**src/logic/srwp_defs.vh**
```
/*
 * shared constants of the secured-region host controller: register map,
 * field positions, reset values, command words and flash bus timing.
 * assumes a 10 MHz system clock and a x16 flash data bus.
 */
`ifndef SRWP_DEFS_VH
`define SRWP_DEFS_VH

// register word offsets on the apb side
`define SRWP_REG_CTRL     8'h00
`define SRWP_REG_ADDR     8'h04
`define SRWP_REG_WDATA    8'h08
`define SRWP_REG_RDATA    8'h0C
`define SRWP_REG_STATUS   8'h10

// control register fields
`define SRWP_CTRL_GO      0
`define SRWP_CTRL_OP_LO   1
`define SRWP_CTRL_OP_HI   3
`define SRWP_CTRL_WP      4
`define SRWP_CTRL_FRST    5
`define SRWP_CTRL_RST_VAL 6'h10

// status register fields
`define SRWP_ST_BUSY      0
`define SRWP_ST_DONE      1
`define SRWP_ST_ERR       2
`define SRWP_ST_SECMODE   3
`define SRWP_ST_TOPBIT    4

// operation codes held in the control register
`define SRWP_OP_READ      3'h0
`define SRWP_OP_PROG      3'h1
`define SRWP_OP_ENTER     3'h2
`define SRWP_OP_EXIT      3'h3
`define SRWP_OP_RESET     3'h4

// flash command words and unlock addresses (x16 addressing)
`define SRWP_UNLK_A1      22'h00_0555
`define SRWP_UNLK_A2      22'h00_02AA
`define SRWP_UNLK_D1      16'h00AA
`define SRWP_UNLK_D2      16'h0055
`define SRWP_CMD_PROG     16'h00A0
`define SRWP_CMD_ENTER    16'h0088
`define SRWP_CMD_EXIT1    16'h0090
`define SRWP_CMD_EXIT2    16'h0000
`define SRWP_CMD_RESET    16'h00F0

// secured region spans 256 bytes, i.e. 128 words
`define SRWP_SEC_WORDS    22'h00_0080

// timing, in nanoseconds as given; poll limit in reads
`define SRWP_CLK_NS       100
`define SRWP_T_ACC_NS     110
`define SRWP_T_WP_NS      35
`define SRWP_POLL_MAX     1024

`endif

```
**src/logic/srwp_cyc.v**
```verilog
/*
 * one flash bus cycle, read or write, on the chip, output and write
 * enables. assumes the caller waits for done before the next start and
 * that the data pins reach this clock only through the two-flop sync here.
 */
`timescale 1ns/10ps
module srwp_cyc #(
   parameter AW      = 22,
   parameter DW      = 16,
   parameter ACC_CYC = 2,
   parameter WP_CYC  = 1
) (
   // clock and reset
   input  wire          sys_clk,
   input  wire          sys_rst,
   // request from the sequencer
   input  wire          start,
   input  wire          is_write,
   input  wire [AW-1:0] addr,
   input  wire [DW-1:0] wdata,
   output reg           done_r,
   output reg  [DW-1:0] rdata_r,
   // flash pins
   output reg  [AW-1:0] fl_addr_r,
   output reg  [DW-1:0] fl_dq_o_r,
   output reg           fl_dq_oe_r,
   input  wire [DW-1:0] fl_dq_i,
   output reg           fl_ce_n_r,
   output reg           fl_oe_n_r,
   output reg           fl_we_n_r
);

   localparam C_IDLE  = 3'd0;
   localparam C_SETUP = 3'd1;
   localparam C_WLO   = 3'd2;
   localparam C_WHI   = 3'd3;
   localparam C_RD    = 3'd4;
   // read waits access time plus the two sync stages
   localparam [7:0] RD_LAST = ACC_CYC + 1;
   localparam [7:0] WP_LAST = WP_CYC - 1;

   reg [2:0]    st_r;      // cycle state
   reg [7:0]    cnt_r;     // cycles spent in the current state
   reg [DW-1:0] sync1_r;   // first sync stage, read only by sync2_r
   reg [DW-1:0] sync2_r;   // second sync stage

   // data pins cross into the clock domain through two flops
   always @(posedge sys_clk) begin
      if (sys_rst) begin
         sync1_r <= {DW{1'b0}};
         sync2_r <= {DW{1'b0}};
      end else begin
         sync1_r <= fl_dq_i;
         sync2_r <= sync1_r;
      end
   end

   // cycle engine; idle leaves every enable high so nothing can write
   always @(posedge sys_clk) begin
      if (sys_rst) begin
         st_r       <= C_IDLE;
         cnt_r      <= 8'h00;
         done_r     <= 1'b0;
         rdata_r    <= {DW{1'b0}};
         fl_addr_r  <= {AW{1'b0}};
         fl_dq_o_r  <= {DW{1'b0}};
         fl_dq_oe_r <= 1'b0;
         fl_ce_n_r  <= 1'b1;
         fl_oe_n_r  <= 1'b1;
         fl_we_n_r  <= 1'b1;
      end else begin
         done_r <= 1'b0;
         case (st_r)
            C_IDLE: begin
               cnt_r <= 8'h00;
               if (start) begin
                  fl_addr_r <= addr;
                  fl_ce_n_r <= 1'b0;
                  if (is_write) begin
                     // output enable stays high before we falls
                     fl_dq_o_r  <= wdata;
                     fl_dq_oe_r <= 1'b1;
                     st_r       <= C_SETUP;
                  end else begin
                     fl_oe_n_r <= 1'b0;
                     st_r      <= C_RD;
                  end
               end
            end
            C_SETUP: begin
               fl_we_n_r <= 1'b0;
               st_r      <= C_WLO;
            end
            C_WLO: begin
               // command is latched on the rising edge of we
               if (cnt_r >= WP_LAST) begin
                  fl_we_n_r <= 1'b1;
                  cnt_r     <= 8'h00;
                  st_r      <= C_WHI;
               end else begin
                  cnt_r <= cnt_r + 8'h01;
               end
            end
            C_WHI: begin
               // data held one cycle past the we edge, then released
               fl_ce_n_r  <= 1'b1;
               fl_dq_oe_r <= 1'b0;
               done_r     <= 1'b1;
               st_r       <= C_IDLE;
            end
            C_RD: begin
               if (cnt_r >= RD_LAST) begin
                  rdata_r   <= sync2_r;
                  fl_oe_n_r <= 1'b1;
                  fl_ce_n_r <= 1'b1;
                  done_r    <= 1'b1;
                  st_r      <= C_IDLE;
               end else begin
                  cnt_r <= cnt_r + 8'h01;
               end
            end
            default: begin
               st_r <= C_IDLE;
            end
         endcase
      end
   end

endmodule

```
**src/logic/srwp_host.v**
```verilog
/*
 * host controller for the secured one-time region and write guard of a
 * parallel nor flash. software drives it over apb; it issues the flash
 * command sequences and polls program completion. assumes the flash pins
 * are wired straight to the part and the data bus is resolved outside.
 */
`timescale 1ns/10ps
`include "srwp_defs.vh"
module srwp_host #(
   parameter AW       = 22,
   parameter DW       = 16,
   parameter POLL_MAX = `SRWP_POLL_MAX
) (
   // clock and reset
   input  wire          sys_clk,
   input  wire          sys_rst,
   // apb slave
   input  wire          psel,
   input  wire          penable,
   input  wire          pwrite,
   input  wire [7:0]    paddr,
   input  wire [31:0]   pwdata,
   output reg  [31:0]   prdata_r,
   output reg           pready_r,
   output reg           pslverr_r,
   // flash pins
   output wire [AW-1:0] fl_addr,
   output wire [DW-1:0] fl_dq_o,
   output wire          fl_dq_oe,
   input  wire [DW-1:0] fl_dq_i,
   output wire          fl_ce_n,
   output wire          fl_oe_n,
   output wire          fl_we_n,
   output reg           write_guard_accel_pin,
   output reg           fl_rst_n_r
);

   // flash timing in clock cycles: access rounds up, pulse rounds up
   localparam ACC_CYC = (`SRWP_T_ACC_NS + `SRWP_CLK_NS - 1) / `SRWP_CLK_NS;
   localparam WP_CYC  = (`SRWP_T_WP_NS + `SRWP_CLK_NS - 1) / `SRWP_CLK_NS;
   localparam [15:0] POLL_LAST = POLL_MAX - 1;

   // sequencer states
   localparam M_IDLE  = 3'd0;
   localparam M_ISSUE = 3'd1;
   localparam M_WAIT  = 3'd2;
   localparam M_POLL  = 3'd3;
   localparam M_PWAIT = 3'd4;

   reg [2:0]    op_r;      // selected operation
   reg [AW-1:0] addr_r;    // target word address
   reg [DW-1:0] wdata_r;   // program data
   reg [DW-1:0] rdata_r;   // last data read from the flash
   reg          busy_r;    // sequence in flight
   reg          done_r;    // sticky, write one to clear
   reg          err_r;     // sticky, write one to clear
   reg          sec_r;     // region currently mapped in the flash
   reg [2:0]    mst_r;     // sequencer state
   reg [1:0]    step_r;    // index within the command sequence
   reg [15:0]   poll_r;    // poll reads issued so far
   reg          cyc_go_r;  // start pulse to the cycle engine
   reg          cyc_wr_r;  // engine cycle direction
   reg [AW-1:0] cyc_a_r;   // engine cycle address
   reg [DW-1:0] cyc_d_r;   // engine cycle data
   wire         cyc_done;  // engine finished a cycle
   wire [DW-1:0] cyc_rd;   // engine read data

   // apb handshake terms
   wire acc    = psel & penable & pready_r;
   wire wr_acc = acc & pwrite;
   wire mapped = (paddr == `SRWP_REG_CTRL) || (paddr == `SRWP_REG_ADDR) ||
                 (paddr == `SRWP_REG_WDATA) || (paddr == `SRWP_REG_RDATA) ||
                 (paddr == `SRWP_REG_STATUS);
   wire go     = wr_acc && (paddr == `SRWP_REG_CTRL) &&
                 pwdata[`SRWP_CTRL_GO] && !busy_r;

   // command word for a step of a sequence: {last, address, data}
   function [AW+DW:0] seq_word;
      input [2:0]    op;
      input [1:0]    step;
      input [AW-1:0] a;
      input [DW-1:0] d;
      begin
         seq_word = {1'b1, `SRWP_UNLK_A1, `SRWP_CMD_RESET};
         if (op == `SRWP_OP_READ) begin
            seq_word = {1'b1, a, d};
         end else if (op == `SRWP_OP_RESET) begin
            seq_word = {1'b1, `SRWP_UNLK_A1, `SRWP_CMD_RESET};
         end else if (step == 2'd0) begin
            seq_word = {1'b0, `SRWP_UNLK_A1, `SRWP_UNLK_D1};
         end else if (step == 2'd1) begin
            seq_word = {1'b0, `SRWP_UNLK_A2, `SRWP_UNLK_D2};
         end else if (step == 2'd2) begin
            if (op == `SRWP_OP_PROG) begin
               seq_word = {1'b0, `SRWP_UNLK_A1, `SRWP_CMD_PROG};
            end else if (op == `SRWP_OP_ENTER) begin
               seq_word = {1'b1, `SRWP_UNLK_A1, `SRWP_CMD_ENTER};
            end else begin
               seq_word = {1'b0, `SRWP_UNLK_A1, `SRWP_CMD_EXIT1};
            end
         end else if (op == `SRWP_OP_PROG) begin
            seq_word = {1'b1, a, d};
         end else begin
            seq_word = {1'b1, {AW{1'b0}}, `SRWP_CMD_EXIT2};
         end
      end
   endfunction

   wire [AW+DW:0] cur = seq_word(op_r, step_r, addr_r, wdata_r);
   wire           cur_last = cur[AW+DW];

   // array accesses outside the region while it is mapped are refused,
   // since they would land in the region instead of the array
   wire outside = sec_r && (addr_r >= `SRWP_SEC_WORDS) &&
                  ((op_r == `SRWP_OP_READ) || (op_r == `SRWP_OP_PROG));

   // apb slave: pready rises at the start of the first access cycle so access ends at once
   always @(posedge sys_clk) begin
      if (sys_rst) begin
         pready_r  <= 1'b0;
         pslverr_r <= 1'b0;
         prdata_r  <= 32'h0000_0000;
      end else begin
         pready_r  <= psel & ~penable;
         pslverr_r <= psel & ~penable & ~mapped;
         prdata_r  <= 32'h0000_0000;
         if (psel && !penable && !pwrite) begin
            if (paddr == `SRWP_REG_CTRL) begin
               prdata_r <= {26'h000_0000, ~fl_rst_n_r, write_guard_accel_pin,
                            op_r, 1'b0};
            end else if (paddr == `SRWP_REG_ADDR) begin
               prdata_r <= {{(32-AW){1'b0}}, addr_r};
            end else if (paddr == `SRWP_REG_WDATA) begin
               prdata_r <= {{(32-DW){1'b0}}, wdata_r};
            end else if (paddr == `SRWP_REG_RDATA) begin
               prdata_r <= {{(32-DW){1'b0}}, rdata_r};
            end else if (paddr == `SRWP_REG_STATUS) begin
               prdata_r <= {27'h000_0000, rdata_r[7], sec_r, err_r,
                            done_r, busy_r};
            end
         end
      end
   end

   // software-written control and data registers
   always @(posedge sys_clk) begin
      if (sys_rst) begin
         op_r                  <= `SRWP_OP_READ;
         addr_r                <= {AW{1'b0}};
         wdata_r               <= {DW{1'b0}};
         write_guard_accel_pin <= 1'b1;
         fl_rst_n_r            <= 1'b1;
      end else if (wr_acc && !busy_r) begin
         // operands frozen while a sequence runs
         if (paddr == `SRWP_REG_CTRL) begin
            op_r <= pwdata[`SRWP_CTRL_OP_HI:`SRWP_CTRL_OP_LO];
            // low guard level blocks the boundary sector
            write_guard_accel_pin <= pwdata[`SRWP_CTRL_WP];
            fl_rst_n_r            <= ~pwdata[`SRWP_CTRL_FRST];
         end else if (paddr == `SRWP_REG_ADDR) begin
            addr_r <= pwdata[AW-1:0];
         end else if (paddr == `SRWP_REG_WDATA) begin
            wdata_r <= pwdata[DW-1:0];
         end
      end
   end

   // sequencer: walks a command sequence one bus cycle at a time
   always @(posedge sys_clk) begin
      if (sys_rst) begin
         mst_r    <= M_IDLE;
         step_r   <= 2'd0;
         poll_r   <= 16'h0000;
         busy_r   <= 1'b0;
         done_r   <= 1'b0;
         err_r    <= 1'b0;
         sec_r    <= 1'b0;
         rdata_r  <= {DW{1'b0}};
         cyc_go_r <= 1'b0;
         cyc_wr_r <= 1'b0;
         cyc_a_r  <= {AW{1'b0}};
         cyc_d_r  <= {DW{1'b0}};
      end else begin
         cyc_go_r <= 1'b0;
         // software clears stickies; a set in the same cycle wins below
         if (wr_acc && (paddr == `SRWP_REG_STATUS)) begin
            if (pwdata[`SRWP_ST_DONE]) begin
               done_r <= 1'b0;
            end
            if (pwdata[`SRWP_ST_ERR]) begin
               err_r <= 1'b0;
            end
         end
         // hardware reset of the flash unmaps the region
         if (!fl_rst_n_r) begin
            sec_r <= 1'b0;
         end
         case (mst_r)
            M_IDLE: begin
               step_r <= 2'd0;
               poll_r <= 16'h0000;
               if (go) begin
                  busy_r <= 1'b1;
                  mst_r  <= M_ISSUE;
               end
            end
            M_ISSUE: begin
               if (outside) begin
                  // mapped region must be left first
                  err_r  <= 1'b1;
                  done_r <= 1'b1;
                  busy_r <= 1'b0;
                  mst_r  <= M_IDLE;
               end else begin
                  // unlock writes lead the command word for every operation but read and reset
                  cyc_go_r <= 1'b1;
                  cyc_wr_r <= (op_r != `SRWP_OP_READ);
                  cyc_a_r  <= cur[AW+DW-1:DW];
                  cyc_d_r  <= cur[DW-1:0];
                  mst_r    <= M_WAIT;
               end
            end
            M_WAIT: begin
               if (cyc_done) begin
                  if (!cur_last) begin
                     step_r <= step_r + 2'd1;
                     mst_r  <= M_ISSUE;
                  end else if (op_r == `SRWP_OP_PROG) begin
                     mst_r <= M_POLL;
                  end else begin
                     if (op_r == `SRWP_OP_READ) begin
                        rdata_r <= cyc_rd;
                     end
                     // three-cycle entry maps the region
                     if (op_r == `SRWP_OP_ENTER) begin
                        sec_r <= 1'b1;
                     end
                     if (op_r == `SRWP_OP_EXIT) begin
                        sec_r <= 1'b0;
                     end
                     done_r <= 1'b1;
                     busy_r <= 1'b0;
                     mst_r  <= M_IDLE;
                  end
               end
            end
            M_POLL: begin
               cyc_go_r <= 1'b1;
               cyc_wr_r <= 1'b0;
               cyc_a_r  <= addr_r;
               mst_r    <= M_PWAIT;
            end
            M_PWAIT: begin
               if (cyc_done) begin
                  rdata_r <= cyc_rd;
                  poll_r  <= poll_r + 16'h0001;
                  if (cyc_rd[7] == wdata_r[7]) begin
                     // true data back: any mismatch means protected
                     err_r  <= err_r | (cyc_rd != wdata_r);
                     done_r <= 1'b1;
                     busy_r <= 1'b0;
                     mst_r  <= M_IDLE;
                  end else if (poll_r >= POLL_LAST) begin
                     // bounded wait so a stuck part cannot hang the bus
                     err_r  <= 1'b1;
                     done_r <= 1'b1;
                     busy_r <= 1'b0;
                     mst_r  <= M_IDLE;
                  end else begin
                     mst_r <= M_POLL;
                  end
               end
            end
            default: begin
               mst_r <= M_IDLE;
            end
         endcase
      end
   end

   // single bus cycle engine; idle keeps every enable high
   srwp_cyc #(
      .AW      (AW),
      .DW      (DW),
      .ACC_CYC (ACC_CYC),
      .WP_CYC  (WP_CYC)
   ) u_cyc (
      .sys_clk    (sys_clk),
      .sys_rst    (sys_rst),
      .start      (cyc_go_r),
      .is_write   (cyc_wr_r),
      .addr       (cyc_a_r),
      .wdata      (cyc_d_r),
      .done_r     (cyc_done),
      .rdata_r    (cyc_rd),
      .fl_addr_r  (fl_addr),
      .fl_dq_o_r  (fl_dq_o),
      .fl_dq_oe_r (fl_dq_oe),
      .fl_dq_i    (fl_dq_i),
      .fl_ce_n_r  (fl_ce_n),
      .fl_oe_n_r  (fl_oe_n),
      .fl_we_n_r  (fl_we_n)
   );

endmodule

```
**config.mk**
```make
export PLATFORM = sky130hd
export DESIGN_NAME = srwp_host
export DESIGN_NICKNAME = d
export VERILOG_FILES = /design/src/logic/srwp_cyc.v /design/src/logic/srwp_host.v
export VERILOG_INCLUDE_DIRS = /design/src /design/src/logic
export SDC_FILE = /design/constraint.sdc
export NUM_CORES = 1
export LEC_CHECK = 0
export ABC_AREA = 1
export BUFFER_PORTS_ARGS = -buffer_cell sky130_fd_sc_hd__buf_4
export CAP_MARGIN = 20
export CORE_AREA = 8 8 109 211
export DETAILED_ROUTE_END_ITERATION = 8
export DIE_AREA = 0 0 117 219
export MAX_ROUTING_LAYER = met4
export PLACE_DENSITY = 0.79
export SYNTH_ARGS = -nofsm -noshare
export SYNTH_HDL_FRONTEND = slang
export SYNTH_SLANG_ARGS = --single-unit
```
**constraint.sdc**
```tcl
create_clock -name sys_clk -period 1.75 [get_ports sys_clk]
set_input_delay 0.175 -clock sys_clk [delete_from_list [all_inputs] [get_ports sys_clk]]
set_output_delay 0.175 -clock sys_clk [all_outputs]
set_load 0.005 [all_outputs]
```
After elaboration in Yosys (flattened, before gate mapping)
Index checks and enable logic that the tools add are counted.
Word-level totals
  register bits: 260
  logic and storage cells: 239
  output and inout bits: 78
Cells by class
  add/subtract/negate cells: 3
  $lt $le $gt $ge: 4
  reductions and logical operators: 55
  equal/unequal tests: 36
  bitwise logic cells: 14
  muxes and demuxes: 93
Operators by type and width (count)
  2-to-1 mux 39 bit: 7
  2-to-1 mux 16 bit: 8
  one-hot mux 16 bit (2 select lines): 2
  2-to-1 mux 22 bit: 2
  one-hot mux 22 bit (2 select lines): 1
  2-to-1 mux 1 bit: 40
  2-to-1 mux 38 bit: 1
  one-hot mux 8 bit (3 select lines): 1
  >= comparator 22 x 8 -> 1 bit, second input constant: 1
  inequality test 2 bit, second input constant: 11
  2-to-1 mux 3 bit: 7
  AND reduction 3 bit: 7
  == test 3 x 2 -> 1 bit, second input constant: 6
  adder 16 x 1 -> 16 bit, second input constant: 1
  == test 8 x 4 -> 1 bit, second input constant: 2
  >= comparator 16 x 10 -> 1 bit, second input constant: 1
  2-to-1 mux 8 bit: 2
  inequality test 16 bit: 1
  AND reduction 2 bit: 8
  one-hot mux 3 bit (5 select lines): 1
  2-to-1 mux 2 bit: 7
  one-hot mux 1 bit (2 select lines): 7
  nonzero test 2 bit: 7
  one-hot mux 3 bit (4 select lines): 1
  other kinds (35): 73

Depth between registers and ports, before layout
Gate-level depths: netlist (run 1).
  depth after elaboration: 11
  gate-level depth with buffers: 11
  mapped depth without buffers: 10

By module
From an unflattened synthesis (run 1), not the netlist that was laid out.
Second synthesis, totals
  cell total of the unflattened synthesis: 1359
  area total of the unflattened synthesis: 10273.6 µm²
By module, submodules not included
  srwp_host: area each 6730.2 µm², cells each 933, instances 1, seq. area each 2962.8 µm²
  srwp_cyc: area each 3543.4 µm², cells each 426, instances 1, seq. area each 2042.0 µm²

Least setup slack after synthesis (run 1)
No wires, ideal clock.
  kind: reg2reg
  start point: register step_r[0]
  end point: register cyc_a_r[5]
  arrival: 1447 ps
  buffers on the path: 0
  slack: 232 ps
  cell stages (with the launch flop): 10
  path through: dfxtp_1 > inv_1 > ha_1 > inv_1 > nand3_1 > nor2_1 > nor2_1 > o21ai_0 > nand2_1 > a21oi_1
Between the ends
  word-level cells in the longest chain between the ends: 8
  elaborated cells on any way between the ends: 10
Ends and longest elaborated chain
  start, declared: RTL line srwp_host.v:59  | reg [1:0] step_r;
  start signal, assigned: RTL line srwp_host.v:226  | step_r <= step_r + 2'd1;
  == test 2 bit: RTL line srwp_host.v:93  | end else if (step == 2'd2) begin
  2-to-1 mux 39 bit: RTL line srwp_host.v:93
  2-to-1 mux 39 bit: RTL line srwp_host.v:91  | end else if (step == 2'd1) begin
  2-to-1 mux 39 bit *: RTL line srwp_host.v:89  | end else if (step == 2'd0) begin
  2-to-1 mux 39 bit *: RTL line srwp_host.v:87  | end else if (op == `SRWP_OP_RESET) begin
  2-to-1 mux 39 bit *: RTL line srwp_host.v:85  | if (op == `SRWP_OP_READ) begin
  2-to-1 mux 22 bit *: RTL line srwp_host.v:208  | if (outside) begin
  one-hot mux 22 bit (2 select lines) *: RTL line srwp_host.v:198  | case (mst_r)
  end signal, assigned: RTL line srwp_host.v:181  | cyc_a_r <= {AW{1'b0}};
  end signal, assigned: RTL line srwp_host.v:218  | cyc_a_r <= cur[AW+DW-1:DW];
  end signal, assigned: RTL line srwp_host.v:250  | cyc_a_r <= addr_r;
  end, declared: RTL line srwp_host.v:63  | reg [AW-1:0] cyc_a_r;
Every way passes the cells marked *; elsewhere a longest branch is shown, timed or not. The select of a mux whose other input is x is not followed.
A chain may end at the register's enable or synchronous reset.

Worst setup path in the final report (run 1)
  start point: register step_r[0]
  end point: register cyc_a_r[0]
The elaborated chain is that of the path after synthesis.

==> impl_summary.md, run 1 <==
Worst setup path
The startpoint of the worst setup timing path is step_r[0]. The minimum setup slack among reg-to-reg paths is 0.09 ns. The required arrival time at the worst endpoint is 2.12 ns. The logic depth of the worst register-to-register path is 9.

The worst setup path is launched from a flop. The worst setup path is captured at a flop. The type of the worst setup path is flop to flop.

The data arrival time of the critical path is 2.03 ns. The endpoint of the most critical register-to-register path is cyc_a_r[0]. The startpoint identified for the worst register-to-register timing path is step_r[0]. The worst-path maximum fanout is 6.

Power
Of the total power, the clock network draws 0.456. The design internal power is about 8.9 mW. The fraction of power spent switching nets is 0.209. The largest vdd supply drop is 0.787 mV. The share of total power dissipated in sequential elements is 0.510. The leakage power total is 5.24 nW. After layout, the design draws a total of 11.2 mW. Of the total power, combinational logic draws 0.034. In this run the power spent charging and discharging nets is 2.35 mW. Dividing total power by cell area gives a power density of 887 nW/um2.

Clock network
The TritonCTS buffer count is 22. Clock tree synthesis found a total of 250 sinks. The clock latency at the later pin of the worst-skew pair is 0.52 ns. The buffer cell driving the clock tree root is clkbuf_16. The clock tree from TritonCTS is built. Counting along the longest clock path gives a buffer depth of 3. In this run the number of H-tree levels came out at 1.

The clock-pin slew reported for the worst setup and hold paths after clock tree synthesis is 0.07 ns.

Placement
OpenSTA, run right after detailed placement, puts the worst setup slack at -0.0605 ns. At the end of routability-driven placement, the weighted congestion stood at 0.958. Port buffering added 118 buffers. The placed instance count is 1691.

The final HPWL from detailed placement is 21.7 mm.

Route
For this run, the detailed router's first-pass iteration total came to 5. The remaining antenna violation count after routing is 0. The detail-routed via count per cell is 5.31. Summed over all layers, the routed wires come to 29.8 mm. The wire length per cell is ~17 um. For this run, design rule violations remaining after detail routing come to 0. The number of vias in the routed layout is 9401. The detailed router finished its first iteration with 656 violations.

Global route
Global routing finished with a remaining overflow of 0. The initial antenna violation count is 0. The first global-routing pass estimated 47.2 mm of wire. Across every metal layer, demand over resource in global routing totals 0.239. Entering global routing, the biggest net connects 86 pins. The via count of the first global-routing pass is about 9300.

Floorplanning
After floorplanning, the core was divided into 74 placement rows. The effective utilization at floorplan is 0.493. The die boundary height is 219 um. The die outline area is around 26000 um2. The die boundary width is about 120 um. The area of the core is 20200 um2.

The boundary pin count is 139.

Final layout
Once layout is complete, the cells apart from fillers number 1770. In the final layout, the share of cells above drive strength 1 is 0.178. At the end of the flow, the number of nets in the layout was 1555. The post-synthesis to final-layout area growth is 27.2%.

The number of antenna diodes in the final layout is 0.

Logic synthesis
After synthesis the cells add up to 9960 um2. The cell accounting for the most synthesized area is dfxtp_1. The synthesized design contains 0 enable-type register cells.

After synthesis, the share of flip-flops with an asynchronous set or reset is 0. Ranked by total cell area, the synthesized netlist is headed by dfxtp_1 50%, a21oi_1 9.3%, o21ai_0 6.5%. Sorting the synthesized cells by how often they occur yields 250 x dfxtp_1, 186 x a21oi_1, 162 x nand2_1.

The number of distinct standard cells referenced by the synthesized netlist is 44. For this run, the register share of the synthesized area comes to 0.502. Counting flops and latches in the post-synthesis netlist gives 250. The most instantiated library cell after synthesis is dfxtp_1. The average instance in the mapped netlist occupies 7.61 um2.

During synthesis, Yosys emitted a total of 0 warnings. The area fraction of the dominant cell type after synthesis is 0.502. The most common flop cell mapped by yosys is dfxtp_1. The number of standard cells after synthesis is 1309.

Worst hold path
In this run the most critical hold path is launched from pwdata[2]. The worst hold path terminates at wdata_r[2]. The tightest min-delay check is of the input pin to flop type.

The worst hold path passes through 3 cells.

Timing
Adding up every negative setup slack in the final design gives 0 ns. Between clock sinks in the finished design, the worst skew comes to 0.0226 ns. Setup slack closes at 0.0898 ns. Of the available clock period, the critical path in the final layout requires 0.949. Counting I/O delays and the setup requirement, the final critical path takes 1.66 ns.

The hold violation total from the final report is 0. The worst slew margin relative to its limit is 0.453. Based on the critical path, the design can be clocked at up to 0.602 GHz.

The count of final setup violators is 0. The count of final max-slew check failures is 0. At the pin with the least slew margin, the transition time is 0.821 ns.

Status
The flow ran to the end, and the final reports show no timing, DRC or antenna violations.

Job
The count of maximum capacitance violations is 0.
[layout make-up]
class	instances	area (um2)
sequential	250	5010
tap	266	333
multi-input combinational	826	4070
timing repair buffer	222	1860
clock buffer	29	627
fill	1772	7510
inverter	167	629
clock inverter	10	140
[power groups by stage]
| stage | logic, mW | clock network, mW | registers (mW) |
|---|---|---|---|
| floorplan | 0.167 | 0 | 5.86 |
| global placement | 0.304 | 0 | 5.86 |
| detailed placement | 0.308 | 0 | 5.86 |
| CTS | 0.379 | 5.16 | 5.73 |
| global route | 0.427 | 5.42 | 5.73 |
| finish | 0.387 | 5.12 | 5.73 |
[logic make-up (layout without fill, tap and decap cells)]
logic type               after synthesis  in the layout  synth area share
buffers and inverters                242            428            0.0990
AO/OA/AOI/OAI                        363            363             0.194
adder cells (fa/ha/maj)                5              5           0.00628
flip-flops                           250            250             0.502
XOR/XNOR                               6              6           0.00528
AND/OR/NAND/NOR                      442            442             0.193
other                                  1             10          0.000376
[through the flow]
stage	hold WS [ns]	area, um2	util
after floorplan	0.282	9990	-
after global placement	0.376	11400	0.567
after detailed placement	0.382	11400	0.567
after CTS	0.00797	12600	0.624
after global routing	0.0259	12700	0.628
final	0.0160	12700	0.628
[layer usage]
layer / vias to the layer above / share of wire / global-route usage
met1: 4302 / 0.38 / 0.259
li1: 4626 / - / -
met2: 376 / 0.50 / 0.410
met3: 97 / 0.059 / 0.0281
met5: - / 0 / -
met4: 0 / 0.059 / 0.135
[flip-flops by register name, indices dropped and copies added (netlist names), 2 cells and up]
| name | cells |
|---|---|
| u_cyc.fl_dq_o_r | 16 |
| u_cyc.rdata_r | 16 |
| wdata_r | 16 |
| op_r | 3 |
| cyc_d_r | 16 |
| prdata_r | 22 |
| u_cyc.sync2_r | 16 |
| step_r | 2 |
| u_cyc.st_r | 3 |
| mst_r | 3 |
| poll_r | 16 |
| u_cyc.sync1_r | 16 |
| u_cyc.cnt_r | 8 |
| cyc_a_r | 22 |
| addr_r | 22 |
| rdata_r | 16 |
| u_cyc.fl_addr_r | 22 |
[how the worst max path moves through the flow]
stage | to | slack, ns | cells past startpoint
floorplan | cyc_a_r[5] | 0.23 | 9
global placement | cyc_a_r[9] | -0.02 | 10
detailed placement | cyc_a_r[7] | -0.06 | 10
CTS | cyc_a_r[9] | -0.005 | 10
global route | u_cyc.cnt_r[1] | -0.02 | 6
finish | cyc_a_r[0] | 0.09 | 9
[repair_timing]
action                                  in CTS  in global routing
pin swaps                                    0                  3
hold buffers                                39                  0
endpoints found under the setup margin       5                 58
endpoints found under the hold margin       47                  0
buffers inserted                             0                  1
gates resized for setup                      2                 27
[cells in the final DEF (no fill, tap or decap), drive strengths merged, types with 3 or more instances in the layout]
cell type    instances
nor3b                6
o22ai               14
nand3b               4
o31ai                3
inv                168
xor2                 4
conb                10
nand3               78
dfxtp              250
o21ai              135
nor3                26
ha                   5
a31oi                3
buf                183
nand2              166
nand4                3
nor4                 3
dlygate4sd3         39
nor2               154
a21oi              187
o221ai              11
clkinv               6
clkbuf              29
bufinv               3
[worst max-delay path, stage by stage (launching register included)]
cell and delay (ns):
dfxtp_1 0.34, inv_1 0.06, ha_1 0.25, nand2_1 0.12
nand2_1 0.11, o21ai_1 0.18, buf_4 0.17, nand2_1 0.12
nand2_1 0.12, a21oi_1 0.06
Note: power is estimated with default switching activity, not from simulation.
==> run 2: changes to the inputs <==
--- a/config.mk
+++ b/config.mk
@@ -10,6 +10,7 @@
 export BUFFER_PORTS_ARGS = -buffer_cell sky130_fd_sc_hd__buf_4
 export CAP_MARGIN = 20
 export CORE_AREA = 8 8 109 211
+export CTS_BUF_LIST = sky130_fd_sc_hd__clkbuf_4 sky130_fd_sc_hd__clkbuf_8
 export DETAILED_ROUTE_END_ITERATION = 8
 export DIE_AREA = 0 0 117 219
 export MAX_ROUTING_LAYER = met4
==> run 2 against run 1 <==
Compared with the run above: combinational power is essentially flat; non-clock buffer count increased by 2; sequential cell count did not move; critical endpoint is now cyc_a_r[10].
==> impl_summary.md, run 2 (synthesis results as in run 1) <==
Status
The run finished with clean final reports.

Timing
For the pin with the worst max-slew slack, the measured transition is between 0.8 and 0.9 ns. The timing-limited maximum frequency is 0.594 GHz. Counting I/O delays and the setup requirement, the final critical path takes between 1.5 and 2 ns. The worst slew margin relative to its limit is 0.451. Of the available clock period, the critical path in the final layout requires 0.962. Setup repair after global routing could not meet its margin everywhere. Setup violations remaining at the end of the flow were counted as 0. The largest clock skew in the final design is 0.0182 ns. Across all hold checks on the routed design, the worst slack comes to 0.0169 ns. The count of final max-slew check failures came to 0. The hold violation total from the final report is 0.

Route
The DRC violation count after routing is 0. The number of vias in the routed layout is between 9000 and 10000. The met2 wire length is 14.9 mm. The routed length on met3 is 1.72 mm. The highest routed metal layer is met4.

The met1 routed wirelength after detailed routing is 11.4 mm. The wire length per cell is 16.7 um. The routed wire length is 29.9 mm. Using the TritonRoute via totals, the vias-per-cell ratio works out to 5.32.

The iteration count of the initial detailed-routing pass is 7. The number of design-rule violations left by the first detailed-router iteration is 777. The remaining antenna violation count after routing is 0.

Worst hold path
For hold timing, the worst endpoint is op_r[0]. The worst min-delay path startpoint is pwdata[1]. The number of cells traversed by the worst hold path is 3. The class of the tightest hold or removal check is input pin to flop.

Floorplanning
Pin placement for this block handled between 100 and 150 I/O pins. The total number of placement rows is 74. The floorplan step defined a die boundary enclosing 25600 um2. The area of the core is 20200 um2.

The die boundary height is 219 um. The effective utilization at floorplan is 0.493. The die boundary width is 117 um.

Worst setup path
The type of the worst setup path is flop to flop. The logic depth of the worst register-to-register path is 8. The worst setup path is captured at a flop. Of all nets on the critical path, the largest fanout is 6. The worst setup path is launched from a flop.

The endpoint of the most critical register-to-register path is cyc_a_r[10]. The most repeated library cell on the critical path is nor2_1. For this run, the slowest stage of the critical path takes 0.38 ns.

The gate family responsible for the most delay along the worst path is simple AND/OR/NAND/NOR gates. The required arrival time at the worst endpoint is 2.19 ns. The minimum setup slack among reg-to-reg paths is around 0.066 ns. The startpoint of the most critical register-to-register path is op_r[1]. The data arrival time of the critical path is around 2.1 ns.

The standard cell with the maximum stage delay on the critical path is dfxtp_1. Traced cell by cell, the critical path runs through nor2_1 -> nand2_1 -> nor2_1 -> nor2_1 -> buf_4 -> a22oi_1 -> nand2_1 -> a21oi_1. The sum of buffers and inverters on the critical path is 1.

Global route
The via count of the first global-routing pass came to 9307. The initial antenna violation count is 0. The maximum number of pins on one net before global-route repair is 86.

For this run the aggregate overflow at the end of global routing stands at 0. The first-pass GRT wire length is ~47 mm. The total global-route track usage is 0.241.

Final layout
The number of standard cells in the layout, taps in and fillers out is roughly 1800. From synthesis to final layout, the design area changed by 27.5%. The number of antenna cells inserted is 0.

In the final design database the tool counted 1570 nets. The share of final-layout standard cells stronger than drive strength 1 is 0.191. The commonest non-fill, non-tap cell in the layout is dfxtp_1. The top cell types in the final layout, fill and taps aside, are 249 x dfxtp_1, 185 x a21oi_1, 175 x buf_4. With fillers left out, the area of the finished cells amounts to ~13000 um2. The fill cell total of the finished layout is around 1800.

Clock network
The buffer depth of the longest clock path is 3. The clock latency at the later pin of the worst-skew pair is ~0.52 ns. Clock tree synthesis selected as its root buffer the cell clkbuf_8. The clock tree from TritonCTS is built. Counting every sink on the clock net gives 250. The TritonCTS buffer count is 35.

After clock tree synthesis, the clock-pin slew on the worst setup and hold paths is approximately 0.07 ns. The count of H-tree levels built during CTS is 2.

Power
The ratio of total power to cell area is 871 nW/um2. The part of the power in registers is 0.519. Summed over all nets, the switching power comes to between 2 and 2.5 mW.

Internal power comes to 8.68 mW. Of the total power, combinational logic draws 0.035. The clock share of power is 0.446. The fraction of power spent switching nets is 0.215. The leakage power total is 5.27 nW. The worst-case IR drop observed on VDD is 0.762 mV.

Placement
The quantity of I/O buffers inserted on ports is 118. The placed instance count is 1691. Once detailed placement completed, the half-perimeter wirelength came to 21.7 mm. Routability-driven placement finished with a final weighted congestion of 0.958. The placement-stage cell area is 11400 um2.

Job
Max-cap violations in this run came to 0.
## run 2: cell types whose count changed in the layout (fill, tap and decap cells not counted), sizes merged
cell and change:
clkinvlp +2, bufinv -1, dlygate4sd3 +2, clkbuf +25, clkinv -4
## run 2: area by class of cell
class	count	area (um2)	share of cell area
Sequential cell	250	5010	0.394
Clock inverter	7	93.8	0.00739
Multi-Input combinational cell	826	4070	0.321
Tap cell	266	333	0.0262
Inverter	167	632	0.0498
Timing Repair Buffer	224	1880	0.148
Clock buffer	54	674	0.0531
## run 2: worst register-to-register path, stage by stage, from the launching register on
cell and delay (ns):
dfxtp_1 0.38, nor2_1 0.19, nand2_1 0.09, nor2_1 0.25, nor2_1 0.07, buf_4 0.16
a22oi_1 0.28, nand2_1 0.08, a21oi_1 0.12
## run 2: worst max-delay path by stage
stage / cells after the start / startpoint / endpoint
final: 8 / op_r[1] / cyc_a_r[10]
after global routing: 8 / op_r[1] / cyc_a_r[10]
after CTS: 10 / step_r[0] / cyc_a_r[3]
after detailed placement: 10 / step_r[0] / cyc_a_r[7]
after global placement: 10 / step_r[0] / cyc_a_r[9]
after floorplan: 9 / step_r[0] / cyc_a_r[5]
## run 2: power by group through the flow
stage | sequential [mW] | clock [mW] | combinational, mW
finish | 5.73 | 4.93 | 0.390
global placement | 5.86 | 0 | 0.304
CTS | 5.73 | 4.98 | 0.382
global route | 5.73 | 5.26 | 0.430
detailed placement | 5.86 | 0 | 0.308
floorplan | 5.86 | 0 | 0.167
## run 2: stage by stage
step	util	total power, mW	setup WS (ns)	TNS [ns]
after floorplan	-	6.03	0.232	0
after global placement	0.567	6.17	-0.0243	-0.0690
after detailed placement	0.567	6.17	-0.0605	-0.163
after CTS	0.625	11.1	-0.0124	-0.0242
after global routing	0.629	11.4	-0.00171	-0.00171
final	0.629	11.1	0.0660	0
## run 2: metal layers
| layer | track usage | up-vias |
|---|---|---|
| met1 | 0.260 | 4392 |
| met5 | - | - |
| met3 | 0.0295 | 110 |
| met4 | 0.148 | 0 |
| met2 | 0.409 | 388 |
| li1 | - | 4657 |
## run 2: repair_timing
action,4_1_cts,5_1_grt
hold buffers,41,0
setup endpoints to repair,5,57
setup buffers,0,1
endpoints found under the hold margin,51,0
resized for setup,3,26
pin swaps,0,2
